`src/design/hjib_pkg.sv`:
```
package hjib_pkg;
   // object indices
   localparam logic [15:0] IDX_HOMING_ACCEL = 16'h609A;
   localparam logic [15:0] IDX_JERK = 16'h60A4;
   localparam logic [15:0] IDX_INTERP_REC = 16'h60C1;
   localparam logic [15:0] IDX_INTERP_TIME = 16'h60C2;
   localparam logic [15:0] IDX_INTERP_CFG = 16'h60C4;
   // subindices
   localparam logic [7:0] SUB_1 = 8'h01;
   localparam logic [7:0] SUB_2 = 8'h02;
   localparam logic [7:0] SUB_3 = 8'h03;
   localparam logic [7:0] SUB_4 = 8'h04;
   localparam logic [7:0] SUB_5 = 8'h05;
   localparam logic [7:0] SUB_6 = 8'h06;
   // reset values
   localparam logic [31:0] RST_HOMING_ACCEL = 32'h000001F4;
   localparam logic [31:0] RST_JERK = 32'h000003E8;
   localparam logic [31:0] RST_DEMAND = 32'h00000000;
   localparam logic [7:0] RST_PERIOD = 8'h01;
   localparam logic [7:0] RST_TIME_EXP = 8'hFD;
   localparam logic [31:0] RST_CAPACITY = 32'h00000001;
   localparam logic [31:0] RST_COUNT = 32'h00000001;
   localparam logic [7:0] RST_LAYOUT = 8'h00;
   localparam logic [15:0] RST_SLOT = 16'h0001;
   localparam logic [7:0] RST_REC_BYTES = 8'h04;
   // codes
   localparam logic [7:0] LAYOUT_FIFO = 8'h00;
   localparam logic [7:0] LAYOUT_RING = 8'h01;
   localparam logic [7:0] FLUSH_CLEAR = 8'h00;
   localparam logic [7:0] FLUSH_ENABLE = 8'h01;
   localparam logic [31:0] JERK_UNLIMITED = 32'h00000000;
   // ramp segment select
   typedef enum logic [1:0] {
      HJIB_SEG_ACC_START = 2'h0,
      HJIB_SEG_BRK_START = 2'h1,
      HJIB_SEG_ACC_END = 2'h2,
      HJIB_SEG_BRK_END = 2'h3
   } hjib_seg_type;
   // homing states
   typedef enum logic [3:0] {
      HJIB_H_IDLE = 4'h1,
      HJIB_H_SWITCH = 4'h2,
      HJIB_H_REF = 4'h4,
      HJIB_H_DONE = 4'h8
   } hjib_home_type;
endpackage : hjib_pkg

```
`src/design/hjib_buf2.sv`:
```
`timescale 1ns/1ns
module hjib_buf2 #(
   parameter int WIDTH = 32
) (
   // clock and reset
   input wire logic clk,
   input wire logic rst,
   input wire logic flush,
   // fill side
   input wire logic in_valid,
   output logic in_ready,
   input wire logic [WIDTH-1:0] in_data,
   // drain side
   output logic out_valid,
   input wire logic out_ready,
   output logic [WIDTH-1:0] out_data
);
   initial begin
      if (WIDTH < 1) $error("WIDTH too small");
   end
   logic [WIDTH-1:0] mem_reg [2];
   logic wr_ptr_reg;
   logic rd_ptr_reg;
   logic [1:0] cnt_reg;
   logic push;
   logic pop;
   assign in_ready = (cnt_reg != 2'h2);
   assign out_valid = (cnt_reg != 2'h0);
   assign push = in_valid && in_ready;
   assign pop = out_valid && out_ready;
   assign out_data = mem_reg[rd_ptr_reg];
   always_ff @(posedge clk) begin
      if (push) begin
         mem_reg[wr_ptr_reg] <= in_data;
      end
   end
   always_ff @(posedge clk) begin
      if (rst || flush) begin
         wr_ptr_reg <= 1'b0;
         rd_ptr_reg <= 1'b0;
         cnt_reg <= 2'h0;
      end else begin
         if (push) begin
            wr_ptr_reg <= ~wr_ptr_reg;
         end
         if (pop) begin
            rd_ptr_reg <= ~rd_ptr_reg;
         end
         cnt_reg <= cnt_reg + {1'b0, push} - {1'b0, pop};
      end
   end
   never_over_a: assert property (@(posedge clk) disable iff (rst) cnt_reg <= 2'h2)
      else $error("buffer count above two");
endmodule : hjib_buf2

```
`src/design/hjib_homing.sv`:
```
`timescale 1ns/1ns
module hjib_homing
   import hjib_pkg::*;
(
   // clock and reset
   input wire logic clk,
   input wire logic rst,
   // control
   input wire logic home_start,
   input wire logic switch_hit,
   input wire logic end_hit,
   input wire logic [31:0] speed_switch,
   input wire logic [31:0] speed_ref,
   // outputs
   output logic [31:0] speed_cmd,
   output logic ramp_en,
   output logic motor_run,
   output logic home_done
);
   hjib_home_type st_reg;
   always_ff @(posedge clk) begin
      if (rst) begin
         st_reg <= HJIB_H_IDLE;
      end else begin
         unique case (st_reg)
            HJIB_H_IDLE: begin
               if (home_start) st_reg <= HJIB_H_SWITCH;
            end
            HJIB_H_SWITCH: begin
               if (end_hit) st_reg <= HJIB_H_DONE;
               else if (switch_hit) st_reg <= HJIB_H_REF;
            end
            HJIB_H_REF: begin
               if (end_hit) st_reg <= HJIB_H_DONE;
            end
            HJIB_H_DONE: begin
               if (home_start) st_reg <= HJIB_H_SWITCH;
            end
            default: st_reg <= HJIB_H_IDLE;
         endcase
      end
   end
   // ramp only at start, step changes otherwise
   always_ff @(posedge clk) begin
      if (rst) begin
         speed_cmd <= 32'h0;
         ramp_en <= 1'b0;
         motor_run <= 1'b0;
         home_done <= 1'b0;
      end else begin
         ramp_en <= (st_reg == HJIB_H_IDLE || st_reg == HJIB_H_DONE) && home_start;
         home_done <= (st_reg == HJIB_H_DONE);
         motor_run <= (st_reg == HJIB_H_SWITCH || st_reg == HJIB_H_REF) && !end_hit;
         if (end_hit || st_reg == HJIB_H_IDLE || st_reg == HJIB_H_DONE) begin
            speed_cmd <= home_start && !end_hit ? speed_switch : 32'h0;
         end else if (st_reg == HJIB_H_REF || switch_hit) begin
            speed_cmd <= speed_ref;
         end else begin
            speed_cmd <= speed_switch;
         end
      end
   end
   ramp_start_a: assert property (@(posedge clk) disable iff (rst)
      ramp_en |-> $past(home_start))
      else $error("ramp outside homing start");
   stop_now_a: assert property (@(posedge clk) disable iff (rst)
      end_hit && st_reg != HJIB_H_IDLE |=> !motor_run && speed_cmd == 32'h0)
      else $error("motor not halted at end");
   slow_now_a: assert property (@(posedge clk) disable iff (rst)
      st_reg == HJIB_H_SWITCH && switch_hit && !end_hit |=> speed_cmd == $past(speed_ref)
      && !ramp_en)
      else $error("no immediate slow speed");
   cov_home_c: cover property (@(posedge clk) st_reg == HJIB_H_REF ##[1:50] st_reg == HJIB_H_DONE);
endmodule : hjib_homing

```
`src/design/hjib_top.sv`:
```
`timescale 1ns/1ns
// Functional notes
// - homing acceleration ramp applied only when homing motion starts
// - reference switch hit: switch to low search speed immediately, no ramp
// - end position hit: halt motor immediately, no deceleration ramp
// - 32-bit read/write homing acceleration, reset 1F4 hex
// - zero jerk limit means unlimited jerk for that segment
// - four 32-bit jerk limits reset 3E8 hex, each to its segment
// - signed 32-bit interpolated demand position, reset zero
// - new demand position takes effect only at next sync instant; held for a later sync while the input buffer is full
// - cycle time is period value times ten to the time index
// - read-only record capacity, reads one after reset
// - read/write count of held records, reset one
// - layout zero is FIFO, layout one is ring
// - 16-bit next free slot position, reset one
// - write-only 8-bit record size in bytes, default four
// - flush zero discards buffer data, records, disables access
// - flush one enables input buffer access
// - first homing speed for switch search, second for reference search
module hjib_top
   import hjib_pkg::*;
#(
   parameter int CAPACITY = 1
) (
   // clock and reset
   input wire logic clk,
   input wire logic rst,
   // object access
   input wire logic obj_wr,
   input wire logic obj_rd,
   input wire logic [15:0] obj_index,
   input wire logic [7:0] obj_sub,
   input wire logic [31:0] obj_wdata,
   output logic [31:0] obj_rdata,
   output logic obj_ack,
   output logic obj_err,
   // homing
   input wire logic home_start,
   input wire logic switch_hit,
   input wire logic end_hit,
   input wire logic [31:0] speed_switch,
   input wire logic [31:0] speed_ref,
   output logic [31:0] home_speed_cmd,
   output logic home_ramp_en,
   output logic [31:0] home_ramp_accel,
   output logic motor_run,
   output logic home_done,
   // ramp jerk
   input wire logic [1:0] ramp_seg,
   output logic [31:0] jerk_limit,
   output logic jerk_unlimited,
   // interpolation
   input wire logic sync_pulse,
   input wire logic setpoint_ready,
   output logic setpoint_valid,
   output logic [31:0] setpoint_pos,
   output logic [31:0] demand_position,
   output logic [7:0] cycle_period,
   output logic [7:0] cycle_exponent,
   output logic queue_is_ring,
   output logic queue_access,
   output logic [7:0] record_bytes
);
   initial begin
      if (CAPACITY < 1 || CAPACITY > 65535) $error("CAPACITY out of range");
   end
   // ****************************************
   // decode
   // ****************************************
   function automatic logic hit(input logic [15:0] idx, input logic [7:0] sub,
                                input logic [15:0] wi, input logic [7:0] ws);
      hit = (idx == wi) && (sub == ws);
   endfunction : hit
   logic [31:0] homing_ramp_accel_reg;
   logic [31:0] jerk_reg [4];
   logic [31:0] demand_pending_reg;
   logic pending_reg;
   logic [31:0] interp_demand_position_reg;
   logic [7:0] interp_period_value_reg;
   logic [7:0] interp_time_exponent_reg;
   logic [31:0] record_count_reg;
   logic [7:0] queue_layout_select_reg;
   logic [15:0] next_free_slot_reg;
   logic [7:0] record_byte_size_reg;
   logic access_reg;
   logic flush_pulse;
   logic wr_demand;
   logic buf_in_ready;
   logic buf_out_valid;
   logic buf_push;
   logic buf_pop;
   logic known;
   logic [31:0] rd_next;
   assign wr_demand = obj_wr && hit(obj_index, obj_sub, IDX_INTERP_REC, SUB_1);
   assign flush_pulse = obj_wr && hit(obj_index, obj_sub, IDX_INTERP_CFG, SUB_6)
      && obj_wdata[7:0] == FLUSH_CLEAR;
   // ****************************************
   // parameter registers
   // ****************************************
   always_ff @(posedge clk) begin
      if (rst) begin
         homing_ramp_accel_reg <= RST_HOMING_ACCEL;
      end else if (obj_wr && hit(obj_index, obj_sub, IDX_HOMING_ACCEL, SUB_1)) begin
         homing_ramp_accel_reg <= obj_wdata;
      end
   end
   for (genvar g = 0; g < 4; g++) begin : g_jerk
      always_ff @(posedge clk) begin
         if (rst) begin
            jerk_reg[g] <= RST_JERK;
         end else if (obj_wr && hit(obj_index, obj_sub, IDX_JERK, 8'(g + 1))) begin
            jerk_reg[g] <= obj_wdata;
         end
      end
   end
   always_ff @(posedge clk) begin
      if (rst) begin
         interp_period_value_reg <= RST_PERIOD;
         interp_time_exponent_reg <= RST_TIME_EXP;
         queue_layout_select_reg <= RST_LAYOUT;
         record_byte_size_reg <= RST_REC_BYTES;
      end else if (obj_wr) begin
         if (hit(obj_index, obj_sub, IDX_INTERP_TIME, SUB_1)) begin
            interp_period_value_reg <= obj_wdata[7:0];
         end
         if (hit(obj_index, obj_sub, IDX_INTERP_TIME, SUB_2)) begin
            interp_time_exponent_reg <= obj_wdata[7:0];
         end
         if (hit(obj_index, obj_sub, IDX_INTERP_CFG, SUB_3)
             && (obj_wdata[7:0] == LAYOUT_FIFO || obj_wdata[7:0] == LAYOUT_RING)) begin
            queue_layout_select_reg <= obj_wdata[7:0];
         end
         if (hit(obj_index, obj_sub, IDX_INTERP_CFG, SUB_5)) begin
            record_byte_size_reg <= obj_wdata[7:0];
         end
      end
   end
   // ****************************************
   // access enable
   // ****************************************
   always_ff @(posedge clk) begin
      if (rst) begin
         access_reg <= 1'b0;
      end else if (obj_wr && hit(obj_index, obj_sub, IDX_INTERP_CFG, SUB_6)) begin
         if (obj_wdata[7:0] == FLUSH_ENABLE) access_reg <= 1'b1;
         else if (obj_wdata[7:0] == FLUSH_CLEAR) access_reg <= 1'b0;
      end
   end
   // ****************************************
   // demand position, taken at sync
   // ****************************************
   always_ff @(posedge clk) begin
      if (rst) begin
         demand_pending_reg <= RST_DEMAND;
         pending_reg <= 1'b0;
      end else if (flush_pulse) begin
         pending_reg <= 1'b0;
      end else if (wr_demand && access_reg) begin
         demand_pending_reg <= obj_wdata;
         pending_reg <= 1'b1;
      end else if (sync_pulse && buf_in_ready) begin
         pending_reg <= 1'b0;
      end
   end
   always_ff @(posedge clk) begin
      if (rst) begin
         interp_demand_position_reg <= RST_DEMAND;
      end else if (sync_pulse && pending_reg && buf_in_ready && !flush_pulse) begin
         interp_demand_position_reg <= demand_pending_reg;
      end
   end
   assign buf_push = sync_pulse && pending_reg && buf_in_ready && !flush_pulse;
   assign buf_pop = buf_out_valid && setpoint_ready;
   hjib_buf2 #(
      .WIDTH(32)
   ) u_buf (
      .clk(clk),
      .rst(rst),
      .flush(flush_pulse),
      .in_valid(sync_pulse && pending_reg && !flush_pulse),
      .in_ready(buf_in_ready),
      .in_data(demand_pending_reg),
      .out_valid(buf_out_valid),
      .out_ready(setpoint_ready),
      .out_data(setpoint_pos)
   );
   assign setpoint_valid = buf_out_valid;
   // ****************************************
   // record count and slot
   // ****************************************
   always_ff @(posedge clk) begin
      if (rst) begin
         record_count_reg <= RST_COUNT;
         next_free_slot_reg <= RST_SLOT;
      end else if (flush_pulse) begin
         record_count_reg <= 32'h0;
         next_free_slot_reg <= RST_SLOT;
      end else if (obj_wr && access_reg && hit(obj_index, obj_sub, IDX_INTERP_CFG, SUB_2)) begin
         record_count_reg <= obj_wdata;
      end else if (obj_wr && access_reg && hit(obj_index, obj_sub, IDX_INTERP_CFG, SUB_4)) begin
         next_free_slot_reg <= obj_wdata[15:0];
      end else if (buf_push && access_reg) begin
         if (record_count_reg < 32'(CAPACITY)) begin
            record_count_reg <= record_count_reg + 32'h1;
         end
         if (next_free_slot_reg >= 16'(CAPACITY)) begin
            // ring wraps, fifo saturates
            next_free_slot_reg <= queue_layout_select_reg == LAYOUT_RING ? RST_SLOT
               : next_free_slot_reg;
         end else begin
            next_free_slot_reg <= next_free_slot_reg + 16'h1;
         end
      end
   end
   // ****************************************
   // read mux
   // ****************************************
   always_comb begin
      known = 1'b1;
      rd_next = 32'h0;
      if (hit(obj_index, obj_sub, IDX_HOMING_ACCEL, SUB_1)) rd_next = homing_ramp_accel_reg;
      else if (hit(obj_index, obj_sub, IDX_JERK, SUB_1)) rd_next = jerk_reg[0];
      else if (hit(obj_index, obj_sub, IDX_JERK, SUB_2)) rd_next = jerk_reg[1];
      else if (hit(obj_index, obj_sub, IDX_JERK, SUB_3)) rd_next = jerk_reg[2];
      else if (hit(obj_index, obj_sub, IDX_JERK, SUB_4)) rd_next = jerk_reg[3];
      else if (hit(obj_index, obj_sub, IDX_INTERP_REC, SUB_1)) rd_next = interp_demand_position_reg;
      else if (hit(obj_index, obj_sub, IDX_INTERP_TIME, SUB_1))
         rd_next = {24'h0, interp_period_value_reg};
      else if (hit(obj_index, obj_sub, IDX_INTERP_TIME, SUB_2))
         rd_next = {24'h0, interp_time_exponent_reg};
      else if (hit(obj_index, obj_sub, IDX_INTERP_CFG, SUB_1)) rd_next = 32'(CAPACITY);
      else if (hit(obj_index, obj_sub, IDX_INTERP_CFG, SUB_2)) rd_next = record_count_reg;
      else if (hit(obj_index, obj_sub, IDX_INTERP_CFG, SUB_3))
         rd_next = {24'h0, queue_layout_select_reg};
      else if (hit(obj_index, obj_sub, IDX_INTERP_CFG, SUB_4))
         rd_next = {16'h0, next_free_slot_reg};
      else known = 1'b0;
   end
   always_ff @(posedge clk) begin
      if (rst) begin
         obj_rdata <= 32'h0;
         obj_ack <= 1'b0;
         obj_err <= 1'b0;
      end else begin
         obj_ack <= obj_rd || obj_wr;
         obj_err <= obj_rd && !known;
         obj_rdata <= obj_rd ? rd_next : 32'h0;
      end
   end
   // ****************************************
   // homing and ramp outputs
   // ****************************************
   hjib_homing u_home (
      .clk(clk),
      .rst(rst),
      .home_start(home_start),
      .switch_hit(switch_hit),
      .end_hit(end_hit),
      .speed_switch(speed_switch),
      .speed_ref(speed_ref),
      .speed_cmd(home_speed_cmd),
      .ramp_en(home_ramp_en),
      .motor_run(motor_run),
      .home_done(home_done)
   );
   always_ff @(posedge clk) begin
      if (rst) begin
         jerk_limit <= RST_JERK;
         jerk_unlimited <= 1'b0;
      end else begin
         jerk_limit <= jerk_reg[ramp_seg];
         jerk_unlimited <= jerk_reg[ramp_seg] == JERK_UNLIMITED;
      end
   end
   assign home_ramp_accel = homing_ramp_accel_reg;
   assign demand_position = interp_demand_position_reg;
   assign cycle_period = interp_period_value_reg;
   assign cycle_exponent = interp_time_exponent_reg;
   assign queue_is_ring = queue_layout_select_reg == LAYOUT_RING;
   assign queue_access = access_reg;
   assign record_bytes = record_byte_size_reg;
   // ****************************************
   // checks
   // ****************************************
   sync_takeover_a: assert property (@(posedge clk) disable iff (rst)
      $changed(interp_demand_position_reg) |-> $past(sync_pulse))
      else $error("demand changed without sync");
   flush_clears_a: assert property (@(posedge clk) disable iff (rst)
      flush_pulse |=> record_count_reg == 32'h0 && !access_reg && !pending_reg)
      else $error("flush left data");
   enable_access_a: assert property (@(posedge clk) disable iff (rst)
      obj_wr && hit(obj_index, obj_sub, IDX_INTERP_CFG, SUB_6)
      && obj_wdata[7:0] == FLUSH_ENABLE |=> access_reg)
      else $error("access not enabled");
   blocked_write_a: assert property (@(posedge clk) disable iff (rst)
      !access_reg && !flush_pulse |=> $stable(record_count_reg))
      else $error("count changed while blocked");
   jerk_zero_a: assert property (@(posedge clk) disable iff (rst)
      jerk_reg[ramp_seg] == JERK_UNLIMITED |=> jerk_unlimited)
      else $error("zero jerk not unlimited");
   cap_read_a: assert property (@(posedge clk) disable iff (rst)
      obj_rd && hit(obj_index, obj_sub, IDX_INTERP_CFG, SUB_1) |=> obj_rdata == 32'(CAPACITY))
      else $error("capacity read wrong");
   cov_sync_c: cover property (@(posedge clk) wr_demand && access_reg ##[1:20] buf_push);
   cov_flush_c: cover property (@(posedge clk) access_reg ##1 flush_pulse);
   cov_stall_c: cover property (@(posedge clk) !buf_in_ready && sync_pulse);
   cov_drain_c: cover property (@(posedge clk) buf_pop ##1 !buf_out_valid);
endmodule : hjib_top

```
`config.mk`:
```
export PLATFORM = sky130hd
export DESIGN_NAME = hjib_top
export DESIGN_NICKNAME = d
export VERILOG_FILES = /design/src/design/hjib_pkg.sv /design/src/design/hjib_buf2.sv /design/src/design/hjib_homing.sv /design/src/design/hjib_top.sv
export SDC_FILE = /design/constraint.sdc
export NUM_CORES = 1
export LEC_CHECK = 0
export BUFFER_PORTS_ARGS = -buffer_cell sky130_fd_sc_hd__buf_4
export CAP_MARGIN = 20
export CORE_AREA = 2 2 217 176
export CTS_CLUSTER_SIZE = 10
export DETAILED_ROUTE_END_ITERATION = 12
export DIE_AREA = 0 0 219 178
export PLACE_DENSITY = 0.79
export RECOVER_POWER = 50
export SYNTH_ARGS = -nofsm -noshare
export SYNTH_HDL_FRONTEND = slang
export SYNTH_HIERARCHICAL = 1
export SYNTH_SLANG_ARGS = --single-unit
export TNS_END_PERCENT = 5
```
`constraint.sdc`:
```
create_clock -name clk -period 7 [get_ports clk]
set_input_delay 1.75 -clock clk [delete_from_list [all_inputs] [get_ports clk]]
set_output_delay 1.75 -clock clk [all_outputs]
set_load 0.02 [all_outputs]
```
# Word-level counts from Yosys, hierarchy flattened
# Memories as Yosys holds them, arrays and structs flattened. A register that Yosys moved wholly into a read port is not among the register bits.
# Cells that the tools add are included.
# op_classes
n_eq_ne,24
n_reduce_logical,73
addsub,4
bitwise_logic,9
magnitude_cmp,2
mux,67
# op_table
operator,count
2-to-1 mux 32 bit,21
2-to-1 mux 16 bit,6
"equality test 16 x 15 -> 1 bit, second input constant",5
logical AND 1 bit,39
2-to-1 mux 1 bit,35
"adder 32 x 1 -> 32 bit, second input constant",1
logical NOT 32 bit,1
"< comparator 32 x 1 -> 1 bit, second input constant",1
"equality test 8 x 1 -> 1 bit, second input constant",3
"equality test 8 x 3 -> 1 bit, second input constant",3
"adder 16 x 1 -> 16 bit, second input constant",1
"equality test 8 x 2 -> 1 bit, second input constant",2
"greater-or-equal comparator 16 x 1 -> 1 bit, second input constant",1
2-to-1 mux 4 bit,4
one-hot mux 4 bit (3 select lines),1
AND reduction 2 bit,6
AND reduction 3 bit,4
nonzero test 2 bit,6
"inequality test 3 bit, second input constant",3
logical NOT 8 bit,1
logical OR 1 bit,8
"inequality test 2 bit, second input constant",3
nonzero test 3 bit,2
OR reduction 2 bit,3
10 further kinds,19
# totals
elab_cells,206
ram_bits,192
n_memories,2
in_bits,131
regBits,288
# memory_table
name,depth,width,read_ports,rd_ports_with_merged_regs,wr,line,text
jerk_reg,4,32,5,0,4,hjib_top.sv:75,logic [31:0] jerk_reg [4];
u_buf.mem_reg,2,32,1,1,1,hjib_buf2.sv:21,logic [WIDTH-1:0] mem_reg [2];

# Logic depth before layout (Yosys ltp)
# Gate-level depths: netlist of run 1.
# logic_depth
depth_word,16
ltp_mapped,14
mapped_depth_nobuf,11

# By module
# Netlist of run 1, hierarchy kept.
# modules_own_cells
mod,area_per_inst_um2,n_inst,cells_per_inst
hjib_top,15975.3,1,1539
hjib_buf2,2688.8,1,128
hjib_homing,1671.6,1,192

# Worst setup path after synthesis of run 1
# No wires, ideal clock.
# synth_timing
kind,input -> register
start,input obj_index[9]
end,memory jerk_reg[1][0] (enable)
slack_ns,0.935
cell_stages,6
t_arrival_ns,5.599
required_ns,6.534
path_buffers,2
setup_ns,0.466
path_cell_list,or4_1 -> buf_2 -> nor4_4 -> nand3_1 -> clkbuf_1 -> o21ai_0
# synth_lines
element,line,text
"start, declared",hjib_top.sv:31,"input wire logic [15:0] obj_index,"
"end, declared",hjib_top.sv:75,

==> run summary, run 1 <==
Fin. max-slew vios: 240
Final antenna-violating net count: 0
Power density over cell area: 244 nW/µm²
Worst r2r dst: record_count_reg[31]
Max FFs per register: 128
Yosys top cell by area: dfxtp_1
CTS Buf Count: 54
Period utilization: 77.1%
CTS Hold Bufs: 0
Setup CP Type: primary input to flip-flop
Hold slack: 0.476 ns
Worst path slowest cell: clkbuf_1
Die Width: 219 µm
Reg2Reg Setup Slack: 3.87 ns
Net Count, Synth: 1,997
Post-synth ARST share: 0%
RSZ-0062 raised after global routing: false
Hold Fails Final Rpt: 0
Post-CTS Setup Inserts: 0
Post-synthesis sequential area ratio: 56.8%
Outcome: finished, violations left
Final #Nets: 2,302
Netlist Area Pre-Place: 20,300 µm²
Slowest stage delay, CP: 1.84 ns
WHS Path Cells: 0
Initial antenna violation count: 0
Placer Congestion: 0.966
Die footprint: 39,000 µm²
Startpoint types: primary input
Worst Path Arrival: 5.72 ns
GRT Util Overall: 34.3%
Failing checks: capacitance limit, slew limit
DRT Wirelength: 68.1 mm
Post-Route Utilization: 65.6%
Clock root buffer: clkbuf_16
Crit path max-delay family: buffers and inverters
Ports: 356
Leakage power: 8.66 nW
Worst R2R Start: queue_access
Cell variety after synth: 90
Critical Path End Type: flip-flop
Clk_lat worst skew: 0.58 ns
Crit-path max FO: 54
Most common flop cell mapped by yosys: dfxtp_1
DRC: 0
Vias in the first global route: 16,100
CTS tree: done
GRT overflow: 0
Max-Cap Viols: 5
WP data required: 7.32 ns
Relative slew margins: -76.7%
Largest net degree at the start of global routing: 76
Cts repair resizes: 0
Worst Hold Path EP: u_buf/mem_reg[1][4]
Final setup viols: 0
VDD IR-drop max: 0.190 mV
H-tree depth: 2
FF-to-FF path depth: 6
Final worst-path setup slack: 1.60 ns
Cell mode on critical path: buf_4
DP Wirelength: 47.1 mm
TritonRoute pass-1 iters: 9
HP Start: demand_pending_reg[4]
Area delta synth->final: 18.6%
Post-Syn Instances: 1,859
First-pass GRT wire length: 100 mm
Number of flops mapped to enable cells by yosys: 192
DR vias/cell: 6.30
Setup TNS: 0 ns
Initial Utilization: 55.4%
Achievable Freq: 185 MHz
Iteration-0 DRC Markers: 2,192
Yosys top cell area share: 28.5%
DP Worst Slack: 1.77 ns
Tmin final: 5.40 ns
Max Root-Sink Buffers: 3
Top post-synthesis cells by area: dfxtp_1 28%, edfxtp_1 28%, nand2_1 5.8%
Slew at the pin closest to its max-slew limit: 2.65 ns
Row cnt: 63
CP bufs+invs: 4
Critical Path, Cell by Cell: clkbuf_1 > inv_1 > buf_4 > nand2_1 > nor2_1 > buf_4 > and2_1
Filler cells: 3,005
Post-Syn Area per Cell: 10.9 µm²
Hold crit path type: flip-flop to flip-flop
Final clock skew: 0.0197 ns
Sink Count: 481
Vias: 17,000
Share of layout cells above drive strength 1: 16.9%
IO Port Bufs: 355
Clock-pin slew of the registers on the worst-case setup and hold paths: 0.06 ns
CORE AREA: 36,700 µm²
DR WL/cell: 25.3 µm
Ys Warns: 6
Height of the die: 178 µm
Synthesized flop and latch total: 481
[how the worst max path moves through the flow]
stage / startpoint / to / slack (ns) / cells after the start
after global placement: obj_index[9] / u_buf/cnt_reg[1] / 1.81 / 12
after floorplan: obj_index[9] / jerk_reg[1][0] / 0.94 / 6
after detailed placement: obj_index[9] / record_count_reg[20] / 1.77 / 7
after CTS: obj_index[9] / record_count_reg[26] / 2.36 / 7
after global routing: rst / jerk_reg[3][29] / 1.35 / 7
final: rst / jerk_reg[3][15] / 1.60 / 7
[through the flow]
step                area (µm²)  instances  power (W)
floorplan                20300       1859    0.00324
global placement         23200       2590    0.00342
detailed placement       23200       2591    0.00342
CTS                      24800       2684    0.00592
global route             24100       2688    0.00605
finish                   24100       2689    0.00589
[per-layer routing]
layer	up-vias	routed length [µm]	track usage, %
met5	-	0	0
met3	177	8830	9.16
met4	0	2380	12.9
met2	1142	30000	51.4
met1	8172	26900	47.8
li1	7459	-	-
[logic make-up after synthesis]
family,count (synthesis),share of synthesized area (%)
adder cells (fa/ha/maj),7,0.431
multiplexers,91,7.22
AO/OA/AOI/OAI,404,14.0
XOR/XNOR,5,0.215
flip-flops,481,56.8
AND/OR/NAND/NOR,706,17.5
buffers and inverters,165,3.83
[Yosys cell counts, types with 27 or more instances]
library cell	number
nand2_1	314
dfxtp_1	289
edfxtp_1	192
and2_1	145
a21oi_1	127
clkbuf_1	99
nor2_1	65
o22ai_1	42
a22oi_1	33
mux4_2	32
a222oi_1	31
mux2_4	31
or3_1	29
a22o_1	28
o21ai_0	27
[area by class of cell]
type | count | area [µm²] | share of cell area [%]
flip-flops and latches | 481 | 11600 | 47.9
multi-input cells | 1213 | 8050 | 33.4
repair buffers | 396 | 2280 | 9.47
clock buffers | 91 | 1530 | 6.36
well taps | 487 | 609 | 2.53
inverters | 18 | 67.6 | 0.280
clock inverters | 2 | 13.8 | 0.0571
diodes | 1 | 2.50 | 0.0104
[layout by cell type (no fill, tap or decap), types with 32 or more instances in the layout]
cell type,instances
nor2_1,60
o22ai_1,43
dfxtp_1,288
clkbuf_16,56
nand2_1,315
mux4_2,32
and2_1,124
buf_4,193
a21oi_1,127
edfxtp_1,192
a22oi_1,33
clkbuf_1,231
[report_power, final]
group	switching, W	internal (W)	total (W)
clock	0.00106	0.00147	0.00253
sequential	0.0000352	0.00297	0.00300
combinational	0.000223	0.000127	0.000351
Note: power is estimated with default switching activity, not from simulation.
==> inputs of run 2 (changes only) <==
ABC_AREA = 1   (was unset)
CORE_AREA = 2 2 220 178   (was 2 2 217 176)
DIE_AREA = 0 0 222 180   (was 0 0 219 178)
PLACE_DENSITY = 0.8   (was 0.79)
clock period = 5.4 ns   (was 7 ns; I/O delays follow)
==> run summary, run 2 <==
Top cells by count, synth: 438 x nand2_1, 369 x nor2_1, 289 x dfxtp_1, 218 x o21ai_0, 210 x inv_1
Area delta synth->final: 17.3%
IO Port Bufs: 355 (unchanged)
Filler cells: 3,250 (+8.2%)
H-tree depth: 2 (unchanged)
Final setup viols: 0 (unchanged)
Crit-path max FO: 107 (+98%)
CTS Hold Bufs: 0 (unchanged)
Post-synthesis sequential area ratio: 54.2% (-2.6 points)
Most common flop cell mapped by yosys: dfxtp_1
Hold Fails Final Rpt: 0 (unchanged)
DRT Wirelength: 72.6 mm (+6.6%)
Vias in the first global route: 18,600 (+16%)
Final antenna-violating net count: 0 (unchanged)
Layout Cells excl Fill: 3,330 (+24%)
Final #Nets: 2,933 (+27%)
Startpoint types: primary input
Worst Path Arrival: 4.76 ns (-0.96 ns)
HP Start: record_count_reg[10]
Worst R2R Start: pending_reg
Ports: 356 (unchanged)
Largest net degree at the start of global routing: 108 (+42%)
Most frequent cells in the layout: 439 x nand2_1, 368 x nor2_1, 288 x dfxtp_1
Outcome: finished, violations left
Slew at the pin closest to its max-slew limit: 2.04 ns (-0.614 ns)
Number of flops mapped to enable cells by yosys: 192 (unchanged)
Ys Warns: 6 (unchanged)
Power density over cell area: 331 nW/µm² (+35%)
Top post-synthesis cells by area: dfxtp_1 27%, edfxtp_1 27%, nand2_1 7.7%
Compound-Gate Fraction of Synth Area: 13.2% (-0.76 points)
Levels on crit path: 5 (-2)
FF-to-FF path depth: 5 (-1)
Placed insts: 3,233 (+25%)
Height of the die: 180 µm (+1.1%)
Share of layout cells above drive strength 1: 12.3% (-4.7 points)
WP data required: 5.86 ns (-1.46 ns)
Vias: 19,800 (+17%)
Yosys top cell by area: dfxtp_1
Critical Path End Type: flip-flop
DR WL/cell: 21.8 µm (-14%)
Clock-pin slew of the registers on the worst-case setup and hold paths: 0.06 ns (about the same)
Placer Congestion: 1.01 (+4.4%)
Max FFs per register: 128 (unchanged)
DP Wirelength: 51.5 mm (+9.3%)
Die footprint: 40,000 µm² (+2.5%)
Period utilization: 79.6%
Net Count, Synth: 2,626 (+31%)
Worst path slowest cell: clkbuf_2
GRT overflow: 0 (unchanged)
Post-Synth XOR/XNOR Area: 0.0411% (-0.17 points)
Crit path from: rst
Cell variety after synth: 55 (-39%)
Post-Synth Adder-Cell Area: 0.411% (-0.020 points)
Setup TNS: 0 ns (unchanged)
Post-CTS Setup Inserts: 0 (unchanged)
Sink Count: 481 (unchanged)
CORE AREA: 37,900 µm² (+3.1%)
Max-Cap Viols: 3 (-2)
Slowest stage delay, CP: 1.16 ns (-0.68 ns)
Failing checks: capacitance limit, slew limit
Post-Syn Area per Cell: 8.57 µm² (-22%)
Post-synth ARST share: 0% (unchanged)
Diodes inserted: 0 (-1)
Hold crit path type: flip-flop to flip-flop
CTS tree: done
Mux cell area share after synthesis: 2.22% (-5.0 points)
RSZ-0062 raised after global routing: false
Worst r2r dst: u_buf/mem_reg[1][29]
Worst Hold Path EP: record_count_reg[10]
Fin. max-slew vios: 174 (-28%)
Synthesized flop and latch total: 481 (unchanged)
Achievable Freq: 233 MHz
Tmin final: 4.30 ns
Die Width: 222 µm (+1.4%)
Post-Syn Instances: 2,488 (+34%)
Row cnt: 64 (+1.6%)
VDD IR-drop max: 0.205 mV (+8.3%)
Setup CP Type: primary input to flip-flop
Max Root-Sink Buffers: 3 (unchanged)
TritonRoute pass-1 iters: 9 (unchanged)
First-pass GRT wire length: 109 mm (+9.4%)
Netlist Area Pre-Place: 21,300 µm² (+4.8%)
Simple logic cell fraction of the synthesized area: 22.6% (+5.1 points)
Yosys top cell area share: 27.1% (-1.3 points)
CTS Buf Count: 54 (unchanged)
Iteration-0 DRC Markers: 2,434 (+11%)
Clk_lat worst skew: 0.60 ns (+0.02 ns)
Reg2Reg Setup Slack: 2.75 ns (-1.12 ns)
DR vias/cell: 5.95 (-5.6%)
CP bufs+invs: 3 (-1)
WHS Path Cells: 2 (+2)
Largest family of logic cells by synthesized area: simple AND/OR/NAND/NOR gates
Initial antenna violation count: 0 (unchanged)
Clock root buffer: clkbuf_16
DRC: 0 (unchanged)
Crit path max-delay family: buffers and inverters
Cts repair resizes: 0 (unchanged)
Commonest non-fill, non-tap cell in the layout: nand2_1
Final clock skew: 0.0154 ns (-0.00428 ns)
Critical Path, Cell by Cell: clkbuf_1 > clkinv_2 > clkbuf_2 > o21ai_0 > a21oi_1
Leakage power: 10.3 nW (+18%)
Top-count cell post-synth: nand2_1
Relative slew margins: -35.8% (+41 points)
Initial Utilization: 56.3% (+0.90 points)
GRT Util Overall: 35.4% (+1.1 points)
## run 2: final cells by class
class / instances / area [µm²] / area share, %
clock buffer: 94 / 1560 / 6.26
clock inverter: 2 / 28.8 / 0.115
multi-input combinational: 1635 / 8170 / 32.7
sequential: 481 / 11600 / 46.2
inverter: 238 / 895 / 3.58
timing repair buffer: 385 / 2160 / 8.63
tap: 495 / 619 / 2.48
## run 2: power breakdown
part / switching, W / internal [W] / total (W)
combinational: 0.000632 / 0.000262 / 0.000893
clock: 0.00144 / 0.00195 / 0.00339
sequential: 0.0000841 / 0.00390 / 0.00398
## run 2: through the flow
step | area [µm²] | setup WS (ns) | hold slack (ns) | power [W] | utilization [%]
after CTS | 25800 | 1.78 | 0.468 | 0.00832 | 68.1
after detailed placement | 24200 | 1.17 | 0.459 | 0.00499 | 63.9
after floorplan | 21300 | 0.213 | 0.437 | 0.00467 | -
final | 25000 | 1.10 | 0.470 | 0.00826 | 66.0
after global routing | 25000 | 0.951 | 0.486 | 0.00851 | 66.0
after global placement | 24200 | 1.28 | 0.448 | 0.00496 | 63.8
## run 2: cell families (layout without fill, tap and decap cells)
logic type                 count (synthesis)  in the layout
and+or+nand+nor                         1090           1090
AOI/OAI and AO/OA                        505            505
DFF                                      481            481
buffers and inverters                    372            719
muxes                                     32             32
adders and majority gates                  7              7
xor gates and xnor gates                   1              1
## run 2: per-layer routing
| metal | up-vias | share of wire [%] | track usage, % |
|---|---|---|---|
| met5 | - | 0 | 0 |
| met4 | 0 | 5.9 | 19.5 |
| met3 | 231 | 9.8 | 5.44 |
| met2 | 1304 | 45 | 55.2 |
| met1 | 9314 | 40 | 47.5 |
| li1 | 8972 | - | - |
## run 2: worst max-delay path by stage
stage                                  end  slack (ns)
floorplan                   jerk_reg[3][0]        0.21
global placement           jerk_reg[1][19]        1.28
detailed placement         jerk_reg[1][21]        1.17
CTS                        setpoint_pos[0]        1.78
global route               jerk_reg[0][27]        0.95
finish              demand_pending_reg[19]        1.10
## run 2: worst reg2reg max path: stages (launching register included)
cell      delay (ns)
dfxtp_1         0.33
nand2_1         0.06
nor2_1          0.17
nand3_1         0.12
inv_1           0.07
clkbuf_1        1.44
